===== src/ias_defs.vh =====
// constants for the interrupt accept sequencer
`ifndef IAS_DEFS_VH
`define IAS_DEFS_VH

`define IAS_NSRC        14
`define IAS_SRC_DT      4'hA

`define IAS_MODE_ACTIVE 3'h0
`define IAS_MODE_SLEEP  3'h1
`define IAS_MODE_STBY   3'h2
`define IAS_MODE_WATCH  3'h3
`define IAS_MODE_SUBACT 3'h4

`define IAS_ST_STACK    4'h4
`define IAS_ST_VECTOR   4'h2
`define IAS_ST_FETCH    4'h4
`define IAS_ST_INTERNAL 4'h4
`define IAS_ST_RETURN   4'h4
`define IAS_WAIT_MAX    4'hD

`define IAS_VEC_BASE    16'h0008
`define IAS_MASK_BIT    7

`define IAS_OFF_REQ     3'h0
`define IAS_OFF_ENA     3'h1
`define IAS_OFF_EDGE    3'h2
`define IAS_OFF_CTRL    3'h3
`define IAS_OFF_STAT    3'h4

`define IAS_CTRL_DT     0
`define IAS_CTRL_LS     1

`endif


===== src/ias_interrupt_accept_sequencer.v =====
// interrupt controller and exception entry/return sequencer
//
// Decided for this implementation: the placing of the registers and the Wishbone register port.
`timescale 1ns/1ps
`include "ias_defs.vh"

// How it works
// - ten internal sources, pending while the global mask bit is one.
// - a request signal from pin or peripheral sets its request flag.
// - highest-priority flagged and enabled source is chosen, others stay pending.
// - chosen request accepted only with mask bit zero, else kept pending.
// - after instruction completes, push next-instruction counter and flags word.
// - exception entry sets the global mask bit to one.
// - vector address formed, its word loaded into counter, execution continues there.
// - no detection at boundary right after flag or/and/xor/load instructions.
// - return instruction pops flags word and counter, resumes at counter.
// - wait for current instruction is 1 to 13 states, block move excluded.
// - entry takes 4 stack, 2 vector, 4 fetch, 4 internal states.
// - per-mode validity: request 0 always, request 1 active/sleep/standby, timer A except standby, direct watch/subactive, others active.
// - invalid source in current mode sets no flag and causes no transition.
// - in sleep, standby or watch, leave low-power mode before exception handling.
// - sleep with direct bit one, low-speed zero: watch, flag on subclock, wake.
// - word accesses, stack included, force address bit zero low.
// - stacked flags word carries the flags byte in both halves.
// - restoring flags takes the even-address byte, odd byte ignored.
// - flags never self-clear; writing zero clears, writing one does nothing.
// - external priority descends from request 0 down to request 5.

module ias_interrupt_accept_sequencer (
   input  wire        ref_clk,
   input  wire        sys_rst,
   input  wire [31:0] wb_adr_i,
   input  wire [31:0] wb_dat_i,
   output reg  [31:0] wb_dat_o,
   input  wire [3:0]  wb_sel_i,
   input  wire        wb_we_i,
   input  wire        wb_cyc_i,
   input  wire        wb_stb_i,
   output reg         wb_ack_o,
   input  wire [3:0]  extReqPin,
   input  wire [8:0]  periphReq,
   input  wire [2:0]  powerMode,
   input  wire        subclkTick,
   input  wire        instrBoundary,
   input  wire        lastWasFlagsOp,
   input  wire        sleepInstr,
   input  wire        rteStart,
   input  wire [15:0] pcIn,
   input  wire [15:0] spIn,
   input  wire [7:0]  flagsIn,
   input  wire [15:0] memRdData,
   output reg  [15:0] memAddr,
   output reg  [15:0] memWrData,
   output reg         memWe,
   output reg         memRe,
   output reg  [15:0] pcOut,
   output reg         pcLoad,
   output reg  [15:0] spOut,
   output reg         spLoad,
   output reg  [7:0]  flagsOut,
   output reg         flagsLoad,
   output reg         cpuHold,
   output reg         wakeReq,
   output reg         enterWatchReq
);

   // =====================================================
   // states
   localparam [2:0] S_IDLE   = 3'h0;
   localparam [2:0] S_WAKE   = 3'h1;
   localparam [2:0] S_STACK  = 3'h2;
   localparam [2:0] S_VECTOR = 3'h3;
   localparam [2:0] S_FETCH  = 3'h4;
   localparam [2:0] S_INTP   = 3'h5;
   localparam [2:0] S_RETURN = 3'h6;

   // =====================================================
   // functions
   // source order: ext0 ext1 ext4 ext5 keyscan timA..timE direct serial1 serial2 a/d
   function validIn;
      input [3:0] src;
      input [2:0] mode;
      begin
         case (src)
            4'h0:    validIn = (mode <= `IAS_MODE_SUBACT);
            4'h1:    validIn = (mode <= `IAS_MODE_STBY);
            4'h5:    validIn = (mode != `IAS_MODE_STBY);
            4'hA:    validIn = (mode == `IAS_MODE_WATCH) || (mode == `IAS_MODE_SUBACT);
            default: validIn = (mode == `IAS_MODE_ACTIVE);
         endcase
      end
   endfunction

   // lowest index wins; bit 4 flags a hit
   function [4:0] pickHighest;
      input [13:0] cand;
      integer i;
      begin
         pickHighest = 5'h00;
         for (i = `IAS_NSRC - 1; i >= 0; i = i - 1) begin
            if (cand[i]) begin
               pickHighest = {1'b1, i[3:0]};
            end
         end
      end
   endfunction

   function [15:0] wordAddr;
      input [15:0] a;
      begin
         wordAddr = {a[15:1], 1'b0};
      end
   endfunction

   // =====================================================
   // registers
   reg  [3:0]  pinSync1Reg;
   reg  [3:0]  pinSync2Reg;
   reg  [3:0]  pinLastReg;
   reg  [13:0] reqFlagReg;
   reg  [13:0] reqFlagNext;
   reg  [13:0] enableReg;
   reg  [2:0]  edgeSelReg;
   reg  [1:0]  ctrlReg;
   reg         dtArmedReg;
   reg  [2:0]  stateReg;
   reg  [3:0]  cntReg;
   reg  [3:0]  srcReg;
   reg  [3:0]  waitCntReg;
   reg  [3:0]  lastWaitReg;
   reg  [15:0] spWorkReg;

   wire [3:0]  rise;
   wire [3:0]  fall;
   wire [3:0]  pinHit;
   wire [13:0] rawSet;
   wire [13:0] cand;
   wire [4:0]  pick;
   wire        masked;
   wire        wbReq;
   wire        wbWrite;
   wire [2:0]  wbIdx;
   wire [15:0] wbMask;
   wire        dtTick;
   wire        inActive;

   // =====================================================
   // pin synchronisers and edge detection
   always @(posedge ref_clk) begin
      if (sys_rst) begin
         // pins idle high, so no false edge after reset
         pinSync1Reg <= 4'hF;
         pinSync2Reg <= 4'hF;
         pinLastReg  <= 4'hF;
      end else begin
         pinSync1Reg <= extReqPin;
         pinSync2Reg <= pinSync1Reg;
         pinLastReg  <= pinSync2Reg;
      end
   end

   assign rise   = pinSync2Reg & ~pinLastReg;
   assign fall   = ~pinSync2Reg & pinLastReg;
   assign pinHit = {fall[3],
                    edgeSelReg[2] ? rise[2] : fall[2],
                    edgeSelReg[1] ? rise[1] : fall[1],
                    edgeSelReg[0] ? rise[0] : fall[0]};

   assign dtTick = dtArmedReg && subclkTick && (powerMode == `IAS_MODE_WATCH);
   assign rawSet = {periphReq[8:6], dtTick, periphReq[5:0], pinHit};
   assign masked = flagsIn[`IAS_MASK_BIT];
   assign inActive = (powerMode == `IAS_MODE_ACTIVE) || (powerMode == `IAS_MODE_SUBACT);

   // =====================================================
   // request flags and selection
   assign wbReq   = wb_cyc_i && wb_stb_i && !wb_ack_o;
   assign wbWrite = wbReq && wb_we_i;
   assign wbIdx   = wb_adr_i[4:2];
   assign wbMask  = {{8{wb_sel_i[1]}}, {8{wb_sel_i[0]}}};

   always @* begin : flagUpdate
      integer i;
      i           = 0;
      reqFlagNext = reqFlagReg;
      if (wbWrite && wbIdx == `IAS_OFF_REQ) begin
         reqFlagNext = reqFlagReg & ~(wbMask[13:0] & ~wb_dat_i[13:0]);
      end
      for (i = 0; i < `IAS_NSRC; i = i + 1) begin
         if (rawSet[i] && validIn(i[3:0], powerMode)) begin
            reqFlagNext[i] = 1'b1;
         end
      end
   end

   assign cand = reqFlagReg & enableReg;
   assign pick = pickHighest(cand);

   // =====================================================
   // register file over wishbone
   always @(posedge ref_clk) begin
      if (sys_rst) begin
         reqFlagReg <= 14'h0000;
         enableReg  <= 14'h0000;
         edgeSelReg <= 3'h0;
         ctrlReg    <= 2'h0;
         wb_ack_o   <= 1'b0;
         wb_dat_o   <= 32'h00000000;
      end else begin
         reqFlagReg <= reqFlagNext;
         wb_ack_o   <= wbReq;
         if (wbWrite) begin
            case (wbIdx)
               `IAS_OFF_ENA:  enableReg  <= (enableReg & ~wbMask[13:0]) | (wb_dat_i[13:0] & wbMask[13:0]);
               `IAS_OFF_EDGE: if (wb_sel_i[0]) edgeSelReg <= wb_dat_i[2:0];
               `IAS_OFF_CTRL: if (wb_sel_i[0]) ctrlReg <= wb_dat_i[1:0];
               default:       ;
            endcase
         end
         if (wbReq && !wb_we_i) begin
            case (wbIdx)
               `IAS_OFF_REQ:  wb_dat_o <= {18'h00000, reqFlagReg};
               `IAS_OFF_ENA:  wb_dat_o <= {18'h00000, enableReg};
               `IAS_OFF_EDGE: wb_dat_o <= {29'h00000000, edgeSelReg};
               `IAS_OFF_CTRL: wb_dat_o <= {30'h00000000, ctrlReg};
               `IAS_OFF_STAT: wb_dat_o <= {16'h0000, lastWaitReg, srcReg, 1'b0, stateReg,
                                           3'h0, dtArmedReg};
               default:       wb_dat_o <= 32'h00000000;
            endcase
         end else begin
            wb_dat_o <= 32'h00000000;
         end
      end
   end

   // =====================================================
   // direct transfer arming
   always @(posedge ref_clk) begin
      if (sys_rst) begin
         dtArmedReg    <= 1'b0;
         enterWatchReq <= 1'b0;
      end else begin
         enterWatchReq <= 1'b0;
         if (sleepInstr && ctrlReg[`IAS_CTRL_DT] && !ctrlReg[`IAS_CTRL_LS]) begin
            dtArmedReg    <= 1'b1;
            enterWatchReq <= 1'b1;
         end else if (dtTick) begin
            dtArmedReg <= 1'b0;
         end
      end
   end

   // =====================================================
   // sequencer
   always @(posedge ref_clk) begin
      if (sys_rst) begin
         stateReg    <= S_IDLE;
         cntReg      <= 4'h0;
         srcReg      <= 4'h0;
         waitCntReg  <= 4'h0;
         lastWaitReg <= 4'h0;
         spWorkReg   <= 16'h0000;
         memAddr     <= 16'h0000;
         memWrData   <= 16'h0000;
         memWe       <= 1'b0;
         memRe       <= 1'b0;
         pcOut       <= 16'h0000;
         pcLoad      <= 1'b0;
         spOut       <= 16'h0000;
         spLoad      <= 1'b0;
         flagsOut    <= 8'h00;
         flagsLoad   <= 1'b0;
         cpuHold     <= 1'b0;
         wakeReq     <= 1'b0;
      end else begin
         memWe     <= 1'b0;
         memRe     <= 1'b0;
         pcLoad    <= 1'b0;
         spLoad    <= 1'b0;
         flagsLoad <= 1'b0;
         wakeReq   <= 1'b0;
         case (stateReg)
            S_IDLE: begin
               cpuHold <= 1'b0;
               if (pick[4] && !masked && inActive) begin
                  if (waitCntReg != `IAS_WAIT_MAX) begin
                     waitCntReg <= waitCntReg + 4'h1;
                  end
               end else begin
                  waitCntReg <= 4'h0;
               end
               if (rteStart) begin
                  spWorkReg <= wordAddr(spIn);
                  memAddr   <= wordAddr(spIn);
                  memRe     <= 1'b1;
                  cntReg    <= 4'h0;
                  cpuHold   <= 1'b1;
                  stateReg  <= S_RETURN;
               end else if (pick[4] && !masked && !inActive) begin
                  wakeReq  <= 1'b1;
                  stateReg <= S_WAKE;
               end else if (pick[4] && !masked && instrBoundary && !lastWasFlagsOp) begin
                  srcReg      <= pick[3:0];
                  lastWaitReg <= waitCntReg;
                  spWorkReg   <= wordAddr(spIn) - 16'h0004;
                  memAddr     <= wordAddr(spIn) - 16'h0002;
                  memWrData   <= pcIn;
                  memWe       <= 1'b1;
                  cntReg      <= 4'h1;
                  cpuHold     <= 1'b1;
                  stateReg    <= S_STACK;
               end
            end
            S_WAKE: begin
               if (!pick[4] || masked) begin
                  stateReg <= S_IDLE;
               end else if (inActive) begin
                  stateReg <= S_IDLE;
               end else begin
                  wakeReq <= 1'b1;
               end
            end
            S_STACK: begin
               cntReg <= cntReg + 4'h1;
               if (cntReg == 4'h2) begin
                  memAddr   <= spWorkReg;
                  memWrData <= {flagsIn, flagsIn};
                  memWe     <= 1'b1;
               end
               if (cntReg == `IAS_ST_STACK - 4'h1) begin
                  spOut    <= spWorkReg;
                  spLoad   <= 1'b1;
                  flagsOut <= flagsIn | 8'h80;
                  flagsLoad <= 1'b1;
                  memAddr  <= wordAddr(`IAS_VEC_BASE + {11'h000, srcReg, 1'b0});
                  memRe    <= 1'b1;
                  cntReg   <= 4'h1;
                  stateReg <= S_VECTOR;
               end
            end
            S_VECTOR: begin
               cntReg <= cntReg + 4'h1;
               if (cntReg == `IAS_ST_VECTOR) begin
                  pcOut    <= wordAddr(memRdData);
                  pcLoad   <= 1'b1;
                  cntReg   <= 4'h1;
                  stateReg <= S_FETCH;
               end
            end
            S_FETCH: begin
               cntReg <= cntReg + 4'h1;
               if (cntReg == `IAS_ST_FETCH) begin
                  cntReg   <= 4'h1;
                  stateReg <= S_INTP;
               end
            end
            S_INTP: begin
               cntReg <= cntReg + 4'h1;
               if (cntReg == `IAS_ST_INTERNAL) begin
                  cpuHold  <= 1'b0;
                  stateReg <= S_IDLE;
               end
            end
            S_RETURN: begin
               cntReg <= cntReg + 4'h1;
               if (cntReg == 4'h0) begin
                  memAddr <= spWorkReg + 16'h0002;
                  memRe   <= 1'b1;
               end
               if (cntReg == 4'h1) begin
                  flagsOut  <= memRdData[15:8];
                  flagsLoad <= 1'b1;
               end
               if (cntReg == `IAS_ST_RETURN - 4'h2) begin
                  pcOut  <= wordAddr(memRdData);
                  pcLoad <= 1'b1;
                  spOut  <= spWorkReg + 16'h0004;
                  spLoad <= 1'b1;
               end
               if (cntReg == `IAS_ST_RETURN - 4'h1) begin
                  cpuHold  <= 1'b0;
                  stateReg <= S_IDLE;
               end
            end
            default: stateReg <= S_IDLE;
         endcase
      end
   end

endmodule


===== config.mk =====
export PLATFORM = sky130hd
export DESIGN_NAME = ias_interrupt_accept_sequencer
export DESIGN_NICKNAME = d
export VERILOG_FILES = /design/src/ias_interrupt_accept_sequencer.v
export VERILOG_INCLUDE_DIRS = /design/src /design/src/src
export SDC_FILE = /design/constraint.sdc
export NUM_CORES = 1
export LEC_CHECK = 0
export BUFFER_PORTS_ARGS = -buffer_cell sky130_fd_sc_hd__buf_2
export CAP_MARGIN = 0
export CORE_MARGIN = 2
export CORE_UTILIZATION = 40
export DETAILED_ROUTE_END_ITERATION = 12
export PLACE_DENSITY_LB_ADDON = 0.05
export SLEW_MARGIN = 5
export SYNTH_ARGS = -nofsm -noshare
export SYNTH_HDL_FRONTEND = slang
export SYNTH_SLANG_ARGS = --single-unit

===== constraint.sdc =====
create_clock -name ref_clk -period 2.6 [get_ports ref_clk]
set_input_delay 0.26 -clock ref_clk [delete_from_list [all_inputs] [get_ports ref_clk]]
set_output_delay 0.26 -clock ref_clk [all_outputs]
set_load 0.005 [all_outputs]

==> results.cfg <==
[die]
fp.dieArea_um2 = 22800
effective_utilization_at_floorplan_pct = 41.0
floorplan.rows = 53
boundaryPins = 263
die-height_um = 151
die_width_um = 151
core_area_um2 = 21100

[timing]
layout_worst_path_cycle_share_pct = 90.1
skew_ns = 0.0101
max_slew.worst_pin.slew_ns = 0.595
final.setup.tns_ns = 0
layout_setup_ws_ns = 0.257
post-route-min-period_ns = 2.34
max_slew_margin_pct = 59.3
grt_setup_unrepaired = false
finalSetupViolations = 0
hold_viol_final = 0
drv_slew = 0
achievable-frequency_ghz = 0.427
min_hold_slack_ns = 0.0214

[yosys]
synth_commonest_cells = dfxtp_1 (174), nor2_1 (163), nand2_1 (89)
synth_area_leader_cell = dfxtp_1
ys_seq_elements = 174
yosysWarningCount = 0
syn_inst = 1023
synth-edff-count = 0
synth_most_common_cell = dfxtp_1
syn_avg_cell_area_um2 = 8.45
synth.yosys.seq_area_share_pct = 40.3
yosys_most_used_dff = dfxtp_1
post_synth_instance_area_um2 = 8640
synth_async_sr_flop_share_pct = 0
synth_cell_types = 68
synth_top_area_share_pct = 40.3
synth.top_cells.by_area = dfxtp_1 (40%), nor2_1 (7.1%), mux2i_1 (6.6%)

[global_route]
pin_count_of_the_biggest_net_entering_global_routing = 83
use_met1_pct = 30.8
gr-usage-all-layers_pct = 21.8
grt_pass1_vias = 7424
globalRouteOverflowTotal = 0
antenna_found_initial = 2
grtUsageMet2_pct = 33.3
gr-usage-met3_pct = 5.57
global_route_wire_length_before_repair_um = 39000
top_usage_layer = met2

[pwr]
report.power.total_mw = 8.72
static-leakage-power_nw = 4.37
power_density_nw_per_um2 = 834
vdd_drop_max_v = 0.000449

[cts]
max-clock-path-buffers = 2
cts_tree = yes
worst_setup_hold_path_clk_slew_ns = 0.07
cts_sinks = 174
clock_tree.root_cell = clkbuf_16
htreeDepth = 4
cts_buf_count = 17
worstSkewPairLatency_ns = 0.43

[setup_path]
crit_fanout = 7
crit_path_frequent_cell = nand2_1
crit_arrival_ns = 2.63
cp_data_required_time_ns = 2.89
cp_startpoint_kind = flop
endpoint_kind = flop
worstSetupPathType = reg -> reg
critPathMaxStageDelay_ns = 0.59
standard_cell_with_the_maximum_stage_delay_on_the_critical_path = or3b_2
crit_path_cell_trace = ha_1, or3b_2, nand2_1, nand2_1, a2111oi_0, nor3_1

[routing]
detailroute.via_count = 7758
dr.pass1.iters = 5
routed_via_density = 5.20
drt_first_iter_violations = 390
drtAntennaViolNets = 0
route.detailed.wl_per_inst_um = 16.4
detail_route.wirelength_um = 24500
route.detailed.drc = 0

[placed_design]
numPortBuffers = 192
placed_cells_incl_taps = 1457
pre_cts_ws_ns = 0.251
gpl.final_weighted_congestion = 0.898
placement.cell_area_um2 = 9880
dp_hpwl_um = 18300

[finish]
drive_gt1_share_pct = 25.8
finish.net_count = 1364
fillers = 2144
final_area_um2 = 10500
postLayoutCoreUtil_pct = 49.6
finish.cell_count_without_fillers = 1491
syn2layout_area_growth_pct = 21.0

[worst_hold_path]
worst_hold_path_type = in -> reg

[job]
cap_viol_max_count = 0

[status]
run_status = completed
[cell families (layout without fill, tap and decap cells)]
group                    Yosys count  count (layout)  synth area share, %
AO/OA/AOI/OAI                    230             230                 18.8
XOR/XNOR                          47              47                 4.76
adder cells (fa/ha/maj)           12              12                 1.74
buffers and inverters            106             279                 6.00
flip-flops                       174             174                 40.3
multiplexers                      59              59                 7.13
other                              1              21               0.0434
AND/OR/NAND/NOR                  394             394                 21.2
[path summary, 6_finish.rpt]
| kind | startpoint | end | slack, ns | depth (start not counted) |
|---|---|---|---|---|
| worst max register to register | cntReg[0] | memAddr[7] | 0.26 | 6 |
| worst max-delay path | cntReg[0] | memAddr[7] | 0.26 | 6 |
| worst min register to register | pinSync1Reg[1] | pinSync2Reg[1] | 0.41 | 1 |
| worst min-delay path | extReqPin[3] | pinSync1Reg[3] | 0.02 | 2 |
[sequential cells by signal (all words and copies together) (netlist names), 8 cells and up, named ones only]
name        flops
wb_dat_o       16
pcOut          15
spOut          15
spWorkReg      15
reqFlagReg     14
memWrData      16
memAddr        15
flagsOut        8
[metal layers]
metal  vias to the layer above  routed length, um
met5                         -                  0
met4                         0                309
met3                        21               1540
met2                       205              10800
met1                      3589              11800
li1                       3943                  -
[what timing repair did]
item / in CTS / in global routing
endpoints found under the setup margin: 0 / 1
hold buffers: 1 / 0
endpoints found under the hold margin: 1 / 0
buffers inserted: 0 / 0
gates resized for setup: 0 / 1
[layout make-up]
type / instances / area (um^2) / area share [%]
clock buffer: 18 / 439 / 4.20
antenna: 2 / 5.00 / 0.0479
tap: 275 / 344 / 3.29
timing repair buffer: 235 / 1300 / 12.4
sequential: 174 / 3480 / 33.3
inverter: 13 / 48.8 / 0.467
clock inverter: 13 / 114 / 1.09
multi-input combinational: 761 / 4720 / 45.1
[critical path, delay by kind of cell (launching register included)]
kind                     cells  cell delay, ns
AND/OR/NAND/NOR              4            0.88
AO/OA/AOI/OAI                1            0.59
flip-flops                   1            0.44
adder cells (fa/ha/maj)      1            0.30
[power breakdown]
part           internal (mW)  switching [mW]
combinational           1.22            1.78
clock                   1.34            1.12
sequential              2.99           0.271
total                   5.55            3.17
[layout by cell type (no fill, tap or decap), types with 18 or more instances in the layout]
cell / n
a211oi_1: 37
dfxtp_1: 174
buf_4: 42
nand3_1: 23
xor2_1: 26
nor2_1: 163
mux2i_1: 57
buf_2: 191
a21oi_1: 66
xnor2_1: 21
nand2_1: 89
or2_2: 18
conb_1: 19
o21ai_0: 31
nor3_1: 24
(Power assumes the default switching activity.)
